--- src/rtl/timer2_pkg.sv ---
package timer2_pkg;

  // ----------------------------------------------------------------
  // register map (byte addresses on apb)
  // ----------------------------------------------------------------
  localparam logic [11:0] TIMER2_CONTROL_ADDR = 12'h0c8;
  localparam logic [11:0] DOWN_COUNT_ADDR     = 12'h0cc;
  localparam logic [11:0] EVENT_INPUT_ADDR    = 12'h0d0;
  localparam logic [11:0] IRQ_STATUS_ADDR     = 12'h0d4;
  localparam logic [11:0] IRQ_MASK_ADDR       = 12'h0d8;

  // ----------------------------------------------------------------
  // timer2_control field positions
  // ----------------------------------------------------------------
  localparam int OVF_BIT   = 7;
  localparam int EXT_BIT   = 6;
  localparam int RXSEL_BIT = 5;
  localparam int TXSEL_BIT = 4;
  localparam int EXEN_BIT  = 3;
  localparam int RUN_BIT   = 2;
  localparam int CT_BIT    = 1;
  localparam int CPRL_BIT  = 0;

  localparam logic [7:0] CONTROL_RESET = 8'h00;
  localparam logic [1:0] IRQ_RESET     = 2'h0;

  // irq status / mask layout
  localparam int IRQ_EXT_BIT = 0;
  localparam int IRQ_OVF_BIT = 1;

  typedef struct packed {
    logic timer_overflow_flag;
    logic external_event_flag;
    logic receive_baud_select;
    logic transmit_baud_select;
    logic external_trigger_enable;
    logic timer_run;
    logic counter_timer_select;
    logic capture_reload_select;
  } control_t;

  typedef struct packed {
    logic rx_from_timer2;
    logic tx_from_timer2;
    logic baud_gen_mode;
    logic count_down;
    logic capture_mode;
  } mode_t;

endpackage

--- src/rtl/fall_detect.sv ---
`timescale 1ns/10ps
module fall_detect (
  input  wire logic pclk,     // system clock
  input  wire logic presetn,  // async reset, active low
  input  wire logic level,    // synchronous input level
  output logic      fall      // one-cycle pulse on high-to-low
);
  logic prev_q;

  // reset high, so a pin held low at reset is seen as an edge in the first cycle after reset
  always_ff @(posedge pclk or negedge presetn) begin
    if (!presetn) begin
      prev_q <= 1'b1;
    end else begin
      prev_q <= level;
    end
  end

  assign fall = prev_q & ~level;
endmodule

--- src/rtl/timer2_control_flags.sv ---
// The APB register port is this design's own decision.
`timescale 1ns/10ps
// How it works
// pin fall edge or count wrap sets external flag per mode bits
// software writing one to external flag sets it
// software clears the external flag after a pin-triggered set
// flag set by pin edge or software raises interrupt if enabled
// modes 1/3: receive select picks timer1 or this timer, forcing baud mode
// modes 1/3: transmit select picks timer1 or this timer, forcing baud mode
// down-count enable sets count direction in 16-bit auto-reload
module timer2_control_flags (
  input  wire logic         pclk,                 // system clock, 50 MHz
  input  wire logic         presetn,              // async reset, active low
  input  wire logic         psel,                 // apb select
  input  wire logic         penable,              // apb enable
  input  wire logic         pwrite,               // apb direction
  input  wire logic [11:0]  paddr,                // apb byte address
  input  wire logic [31:0]  pwdata,               // apb write data
  output logic      [31:0]  prdata,               // apb read data
  output logic              pready,               // apb ready
  output logic              pslverr,              // apb error, unmapped address
  input  wire logic         external_trigger_pin, // external trigger pin
  input  wire logic         timer2_wrap,          // one-cycle wrap pulse of this timer
  input  wire logic         timer1_overflow,      // one-cycle overflow pulse of timer1
  input  wire logic [1:0]   serial_mode,          // serial port mode
  output logic              rx_baud_tick,         // receive baud time base pulse
  output logic              tx_baud_tick,         // transmit baud time base pulse
  output timer2_pkg::mode_t timer_mode,           // mode steering for the counter
  output logic              irq                   // level interrupt
);
  import timer2_pkg::*;

  // ----------------------------------------------------------------
  // apb decode
  // ----------------------------------------------------------------
  logic       setup;
  logic       wr_en;
  logic       hit;
  logic       pin_fall;
  logic       ext_sw_set;
  logic       ext_hw_set;
  logic       ext_set;
  logic       ext_clr;
  logic       ovf_set;
  logic       baud_mode;
  logic       uart_async;
  logic       ext_irq_evt;
  logic [7:0] wbyte;

  control_t   ctrl_q;
  logic       down_count_enable_q;
  logic [1:0] irq_status_q;
  logic [1:0] irq_mask_q;

  function automatic logic mapped(input logic [11:0] a);
    mapped = (a == TIMER2_CONTROL_ADDR) || (a == DOWN_COUNT_ADDR) ||
             (a == EVENT_INPUT_ADDR) || (a == IRQ_STATUS_ADDR) ||
             (a == IRQ_MASK_ADDR);
  endfunction

  assign setup = psel & ~penable;
  assign wr_en = psel & penable & pready & pwrite & mapped(paddr);
  assign hit   = mapped(paddr);
  assign wbyte = pwdata[7:0];

  // no wait state: ready rises in the first access cycle
  always_ff @(posedge pclk or negedge presetn) begin
    if (!presetn) begin
      pready  <= 1'b0;
      pslverr <= 1'b0;
    end else begin
      pready  <= setup;
      pslverr <= setup & ~hit;
    end
  end

  always_ff @(posedge pclk or negedge presetn) begin
    if (!presetn) begin
      prdata <= 32'h0000_0000;
    end else if (setup && !pwrite) begin
      if (paddr == TIMER2_CONTROL_ADDR) begin
        prdata <= {24'h00_0000, ctrl_q};
      end else if (paddr == DOWN_COUNT_ADDR) begin
        prdata <= {31'h0000_0000, down_count_enable_q};
      end else if (paddr == EVENT_INPUT_ADDR) begin
        prdata <= {31'h0000_0000, external_trigger_pin};
      end else if (paddr == IRQ_STATUS_ADDR) begin
        prdata <= {30'h0000_0000, irq_status_q};
      end else if (paddr == IRQ_MASK_ADDR) begin
        prdata <= {30'h0000_0000, irq_mask_q};
      end else begin
        prdata <= 32'h0000_0000;
      end
    end
  end

  // ----------------------------------------------------------------
  // mode derivation
  // ----------------------------------------------------------------
  assign uart_async = (serial_mode == 2'd1) || (serial_mode == 2'd3);
  assign baud_mode  = ctrl_q.receive_baud_select | ctrl_q.transmit_baud_select;

  fall_detect u_fall (
    .pclk    (pclk),
    .presetn (presetn),
    .level   (external_trigger_pin),
    .fall    (pin_fall)
  );

  // pin edges count only while enabled and not making baud clocks
  assign ext_hw_set = (ctrl_q.external_trigger_enable & ~baud_mode & pin_fall) |
                      (down_count_enable_q & ~ctrl_q.capture_reload_select &
                       ~baud_mode & timer2_wrap);
  assign ext_sw_set = wr_en && paddr == TIMER2_CONTROL_ADDR && wbyte[EXT_BIT];
  assign ext_set    = ext_hw_set | ext_sw_set;
  assign ext_clr    = wr_en && paddr == TIMER2_CONTROL_ADDR && !wbyte[EXT_BIT];
  // wrap sets the external flag in up/down mode but raises only the overflow interrupt event
  assign ext_irq_evt = (ctrl_q.external_trigger_enable & ~baud_mode & pin_fall) |
                       ext_sw_set;
  assign ovf_set    = timer2_wrap & ~baud_mode;

  // ----------------------------------------------------------------
  // control register
  // ----------------------------------------------------------------
  always_ff @(posedge pclk or negedge presetn) begin
    if (!presetn) begin
      ctrl_q <= control_t'(CONTROL_RESET);
    end else begin
      if (wr_en && paddr == TIMER2_CONTROL_ADDR) begin
        ctrl_q.receive_baud_select     <= wbyte[RXSEL_BIT];
        ctrl_q.transmit_baud_select    <= wbyte[TXSEL_BIT];
        ctrl_q.external_trigger_enable <= wbyte[EXEN_BIT];
        ctrl_q.timer_run               <= wbyte[RUN_BIT];
        ctrl_q.counter_timer_select    <= wbyte[CT_BIT];
        ctrl_q.capture_reload_select   <= wbyte[CPRL_BIT];
      end
      // set wins over a simultaneous software clear
      if (ext_set) begin
        ctrl_q.external_event_flag <= 1'b1;
      end else if (ext_clr) begin
        ctrl_q.external_event_flag <= 1'b0;
      end
      if (ovf_set) begin
        ctrl_q.timer_overflow_flag <= 1'b1;
      end else if (wr_en && paddr == TIMER2_CONTROL_ADDR) begin
        ctrl_q.timer_overflow_flag <= wbyte[OVF_BIT];
      end
    end
  end

  always_ff @(posedge pclk or negedge presetn) begin
    if (!presetn) begin
      down_count_enable_q <= 1'b0;
    end else if (wr_en && paddr == DOWN_COUNT_ADDR) begin
      down_count_enable_q <= wbyte[0];
    end
  end

  // ----------------------------------------------------------------
  // interrupts
  // ----------------------------------------------------------------
  always_ff @(posedge pclk or negedge presetn) begin
    if (!presetn) begin
      irq_status_q <= IRQ_RESET;
    end else begin
      for (int i = 0; i < 2; i++) begin
        if ((i == IRQ_EXT_BIT && ext_irq_evt) || (i == IRQ_OVF_BIT && ovf_set)) begin
          irq_status_q[i] <= 1'b1;
        end else if (wr_en && paddr == IRQ_STATUS_ADDR && wbyte[i]) begin
          irq_status_q[i] <= 1'b0;
        end
      end
    end
  end

  always_ff @(posedge pclk or negedge presetn) begin
    if (!presetn) begin
      irq_mask_q <= IRQ_RESET;
    end else if (wr_en && paddr == IRQ_MASK_ADDR) begin
      irq_mask_q <= wbyte[1:0];
    end
  end

  always_ff @(posedge pclk or negedge presetn) begin
    if (!presetn) begin
      irq <= 1'b0;
    end else begin
      irq <= |(irq_status_q & irq_mask_q);
    end
  end

  // ----------------------------------------------------------------
  // baud time base and mode outputs
  // ----------------------------------------------------------------
  // registered, so ticks lag the overflow pulses by one cycle
  always_ff @(posedge pclk or negedge presetn) begin
    if (!presetn) begin
      rx_baud_tick <= 1'b0;
      tx_baud_tick <= 1'b0;
      timer_mode   <= '0;
    end else begin
      rx_baud_tick <= (uart_async && ctrl_q.receive_baud_select) ?
                      timer2_wrap : timer1_overflow;
      tx_baud_tick <= (uart_async && ctrl_q.transmit_baud_select) ?
                      timer2_wrap : timer1_overflow;
      timer_mode.rx_from_timer2 <= uart_async & ctrl_q.receive_baud_select;
      timer_mode.tx_from_timer2 <= uart_async & ctrl_q.transmit_baud_select;
      timer_mode.baud_gen_mode  <= baud_mode;
      // baud mode forces auto-reload and ignores capture select
      timer_mode.capture_mode   <= ctrl_q.capture_reload_select & ~baud_mode;
      timer_mode.count_down     <= down_count_enable_q & ~ctrl_q.capture_reload_select &
                                   ~baud_mode;
    end
  end
endmodule

--- config.mk ---
export PLATFORM = sky130hd
export DESIGN_NAME = timer2_control_flags
export DESIGN_NICKNAME = d
export VERILOG_FILES = /design/src/rtl/timer2_pkg.sv /design/src/rtl/fall_detect.sv /design/src/rtl/timer2_control_flags.sv
export SDC_FILE = /design/constraint.sdc
export NUM_CORES = 1
export LEC_CHECK = 0
export ABC_AREA = 1
export BUFFER_PORTS_ARGS = -buffer_cell sky130_fd_sc_hd__buf_2
export CORE_MARGIN = 2
export CORE_UTILIZATION = 44
export DETAILED_ROUTE_END_ITERATION = 6
export PLACE_DENSITY_LB_ADDON = 0.3
export SLEW_MARGIN = 20
export SYNTH_ARGS = -nofsm -noshare
export SYNTH_HDL_FRONTEND = slang
export SYNTH_SLANG_ARGS = --single-unit
--- constraint.sdc ---
create_clock -name pclk -period 1.5 [get_ports pclk]
set_clock_uncertainty 0.2 [all_clocks]
set_input_delay 0.075 -clock pclk [delete_from_list [all_inputs] [get_ports pclk]]
set_output_delay 0.075 -clock pclk [all_outputs]
set_load 0.03 [all_outputs]
### Yosys cells after proc, flatten, opt, wreduce, memory -nomap -nowiden

Index checks and enable logic that the tools add are counted.

* reductions and logical operators: 23
* muxes and demuxes: 15
* bitwise logic cells: 26
* eq/ne operators: 7

Operator list (count)
* 12-bit by 8-bit == test with 1-bit output (second input constant): 5
* 32-bit 2-to-1 mux: 1
* 1-bit AND: 16
* 1-bit logical AND: 11
* 1-bit 2-to-1 mux: 10
* 2-bit 2-to-1 mux: 4
* 2-bit nonzero test: 4
* 1-bit logical OR: 5
* 1-bit NOT: 5
* 1-bit OR: 4
* 2-bit AND: 1
* 2-bit by 1-bit == test with 1-bit output (second input constant): 1
* 2-bit == test (second input constant): 1
* 1-bit zero test: 2
* 2-bit OR reduction: 1

* bits in registers: 56
* input bits: 54
* word-level logic and storage cells: 95

### Longest topological paths before layout

* word-level depth: 10
* mapped depth: 10
* mapped depth without buffers: 10

### Modules after synthesis

A second synthesis with hierarchy kept.

* cell total of the unflattened synthesis: 203
* area total of the unflattened synthesis: 1752.9 µm²

Modules (own cells, without submodules)
* timer2_control_flags: area each 1716.6 µm², times used 1, cells an instance 200, sequential area each 775.7 µm²
* fall_detect: area each 36.3 µm², times used 1, cells an instance 3, sequential area each 26.3 µm²

### Least setup slack after synthesis

Ideal clock, no wire load.

* path kind: register to register
* from: register pready
* to: register ctrl_q[7] (netlist name)
* stages on the path, launching flop included: 7
* setup slack: -133 ps
* path buffers: 1
* clock period less this slack: 1633 ps
* arrival time: 1311 ps
* cell sequence: dfrtp_1 > nand3_1 > nor2_1 > nand3_4 > buf_8 > nand2_2 > nand3_2

* word-level cells in the longest chain between the ends: 5

Ends and longest elaborated chain
* from (decl): line timer2_control_flags.sv:20 `output logic pready,`
* from (signal assigned): line timer2_control_flags.sv:72 `pready <= setup;`
* 1-bit AND (3 in series): line timer2_control_flags.sv:62 `assign wr_en = psel & penable & pready & pwrite & mapped(paddr);`
* 1-bit logical AND: line timer2_control_flags.sv:145 `end else if (wr_en && paddr == TIMER2_CONTROL_ADDR) begin`
* 2-bit nonzero test (no line)
* to (signal assigned): line timer2_control_flags.sv:127 `ctrl_q <= control_t'(CONTROL_RESET);`
* to (decl): line timer2_control_flags.sv:50 `control_t ctrl_q;`

Every way passes these cells.
A chain may end at the register's enable or synchronous reset.

### Final worst setup path

* from: input pwrite
* to: register prdata[2]

* word-level cells in the longest chain between the ends: 2

Ends and longest elaborated chain
* from (decl): line timer2_control_flags.sv:16 `input wire logic pwrite,`
* 1-bit zero test: line timer2_control_flags.sv:80 `end else if (setup && !pwrite) begin`
* 1-bit logical AND: line timer2_control_flags.sv:80
* to (signal assigned): line timer2_control_flags.sv:82 `prdata <= {24'h00_0000, ctrl_q};`
* to (signal assigned): line timer2_control_flags.sv:84 `prdata <= {31'h0000_0000, down_count_enable_q};`
* to (signal assigned): line timer2_control_flags.sv:86 `prdata <= {31'h0000_0000, external_trigger_pin};`
* to (decl): line timer2_control_flags.sv:19 `output logic [31:0] prdata,`

Every way passes these cells.

==> summary.txt <==
Logic synthesis
  • EDFF count, synth: 0
  • Primary FF master, synth: dfrtp_1
  • Post-synth top cells: nand2_1, dfrtp_1, inv_1, buf_4, nor2_1
  • Syn avg cell area: 8.38 um^2
  • Number of synthesized register bits: 32
  • Post-synth ARST share: 100%
  • Synth top area cells: dfrtp_1, buf_4, nand2_1
  • Mapped cell area: 1730 um^2
  • Most numerous cell in the Yosys netlist: nand2_1
  • Synth warn: 0
  • Post-synthesis sequential area ratio: 46.5%
  • Post-Syn Instances: 206
  • Synth top area share: 45.0%
  • Yosys top cell by area: dfrtp_1
  • Yosys cell types: 26

Timing
  • Setup ws final: 0.0905 ns
  • Final period utilization: 94.0%
  • RSZ-0062 raised after global routing: false
  • Final Hold Vio Count: 0
  • Hold Worst Slack: 0.0323 ns
  • Minimum clock period: 1.41 ns
  • Fmax: 0.709 GHz
  • Endpoints failing setup: 0
  • Pins Over Slew Limit: 0

Final layout
  • Final #Nets: 345
  • Antenna cells: 0
  • Seq. cell area: 803 um^2
  • Area occupied by multi-input gates: 719 um^2
  • Finished Layout Cells: 340
  • Layout cell share with drive strength beyond 1: 35.3%
  • Final-layout fill cell count: 345
  • Synth-to-Final Area Change: 35.8%

Power
  • PwrDens: 830 nW/um^2
  • Clock power frac: 41.5%
  • P_sw: 0.000494 W
  • VDD IR max: 0.453 mV
  • Combinational power share: 13.6%
  • Switch share: 25.4%
  • Int Power: 0.00145 W
  • Reg power frac: 44.9%
  • Static Leak: 1.23 nW

GRT
  • Grt total ovfl: 0
  • Global-route wire length before repair: 6050 um
  • Number of global-route vias before repair: 1419
  • Initial antenna violation count: 0
  • GR Util All Layers: 18.0%
  • Pin count of the biggest net entering global routing: 18

Critical path
  • Startpoint types: input port
  • Worst Setup End Kind: register
  • CP max stage delay: 0.59 ns
  • CP Cell Sequence: buf_2, dlygate4sd3_1, nor2_4, clkinvlp_4, nand2_1, o21ai_0
  • Critical path type: in -> reg
  • Buf/Inv on CP: 3
  • Slowest cell on the critical path: dlygate4sd3_1
  • R2r setup slk: 0.13 ns
  • Delay-heaviest family, CP: buffers and inverters
  • Reg2reg path depth: 6
  • RR Startpoint: pready$_DFF_PN0_
  • Crit-path max FO: 9
  • Worst Path Arrival: 1.37 ns
  • WP data required: 1.47 ns
  • Crit Reg-Reg Endpoint: ctrl_q[3]$_DFFE_PN0P_

Place
  • IO Port Bufs: 46
  • Dpl ws: -0.0480 ns
  • Cells after DPL: 313
  • GPL Wtd Cong: 0.901
  • DP Wirelength: 2650 um

Status
  • Outcome: completed

Route
  • 1st-iter DRT viols: 38
  • Via/cell ratio: 4.41
  • Via count: 1500
  • Detailed Route WL: 3570 um
  • ANT nets after route: 0
  • Initial DRT Pass Iterations: 4
  • Number of remaining DRC errors: 0
  • DR WL/cell: 10.5 um

Clock network
  • H-tree levels: 2
  • Worst-path clk slew: 0.07 ns
  • CTS tree: built
  • Root Driver: clkbuf_8
  • Cts bufs inserted: 5
  • Clock Path Buffers: 2
  • Worst-skew pair later-pin latency: 0.28 ns
  • CTS Sinks: 32

Min path
  • Hold WC Path Type: in -> async

Floorplan
  • # IOs: 96
  • Core area: 3720 um^2
  • Chip Width: 66.6 um
  • Row cnt: 22
  • Die area: 4440 um^2
  • Initial Util: 46.4%
  • Die Ht: 66.6 um

Run
  • Max-cap violations: 0
repair_timing:
action	CTS	global route
setup endpoints to repair	0	13
endpoints found under the hold margin	59	0
hold buffers	16	0
gates resized for setup	0	4
buffers inserted	0	1
power by group through the flow:
stage | clock, W | combinational (W) | sequential (W)
finish | 0.000807 | 0.000264 | 0.000873
floorplan | 0 | 0.000172 | 0.000901
detailed placement | 0 | 0.000229 | 0.000889
global route | 0.000866 | 0.000290 | 0.000873
global placement | 0 | 0.000227 | 0.000889
CTS | 0.000820 | 0.000261 | 0.000873
cells by family (layout without fill, tap and decap cells):
logic type | Yosys count | in the layout | synth area share [%]
flip-flops | 32 | 32 | 46.5
buffers and inverters | 55 | 117 | 17.9
AO/OA/AOI/OAI | 26 | 26 | 9.21
other | 1 | 24 | 0.217
AND/OR/NAND/NOR | 92 | 93 | 26.2
per-stage QoR:
stage	utilization, %	setup TNS, ns	cell area (um^2)	power, W
floorplan	-	0	1820	0.00107
global placement	54.8	-0.259	2040	0.00112
detailed placement	54.8	-0.208	2040	0.00112
CTS	62.1	0	2310	0.00195
global route	63.0	0	2340	0.00203
finish	63.0	0	2340	0.00194
flip-flops by register name (all words and copies together), names as in the netlist:
register / count
ctrl_q: 8
down_count_enable_q: 1
irq: 1
irq_mask_q: 2
irq_status_q: 2
prdata: 8
pready: 1
pslverr: 1
rx_baud_tick: 1
timer_mode: 5
tx_baud_tick: 1
u_fall.prev_q: 1
routing by layer:
layer / vias up / global-route usage [%] / part of all wire [%]
li1: 773 / - / -
met1: 681 / 23.1 / 43
met2: 44 / 29.9 / 51
met3: 2 / 5.07 / 5.4
met4: 0 / 4.59 / 0.59
met5: - / 0 / 0
how the worst max path moves through the flow:
stage | from | end | slack (ns) | cells after the start
2_1_floorplan | pready$_DFF_PN0_ | ctrl_q[7]$_DFFE_PN0P_ | 0.04 | 6
3_3_place_gp | paddr[11] | ctrl_q[5]$_DFFE_PN0P_ | -0.07 | 9
3_5_place_dp | paddr[11] | ctrl_q[4]$_DFFE_PN0P_ | -0.05 | 9
4_1_cts | pwrite | prdata[7]$_DFFE_PN0P_ | 0.04 | 6
5_1_grt | paddr[9] | down_count_enable_q$_DFFE_PN0P_ | 0.0002 | 10
6_report | pwrite | prdata[2]$_DFFE_PN0P_ | 0.09 | 6
cell usage in the layout (no fill, tap or decap), drive strengths merged, types with 4 or more instances in the layout:
cell and n:
buf 62, nand2 46, dfrtp 31, inv 28, conb 24, o21ai 22, nor2 21, dlygate4sd3 16
nand3 16, nand4 5, clkbuf 5, nor3 4
area by class of cell:
cell class	count	share of cell area, %
clock buffers	5	2.94
clock inverters	3	1.82
inverters	30	5.02
multi-input cells	143	30.7
flip-flops and latches	32	34.3
well taps	48	2.56
repair buffers	78	22.3
repair inverters	1	0.321
Note: power is estimated with default switching activity, not from simulation.
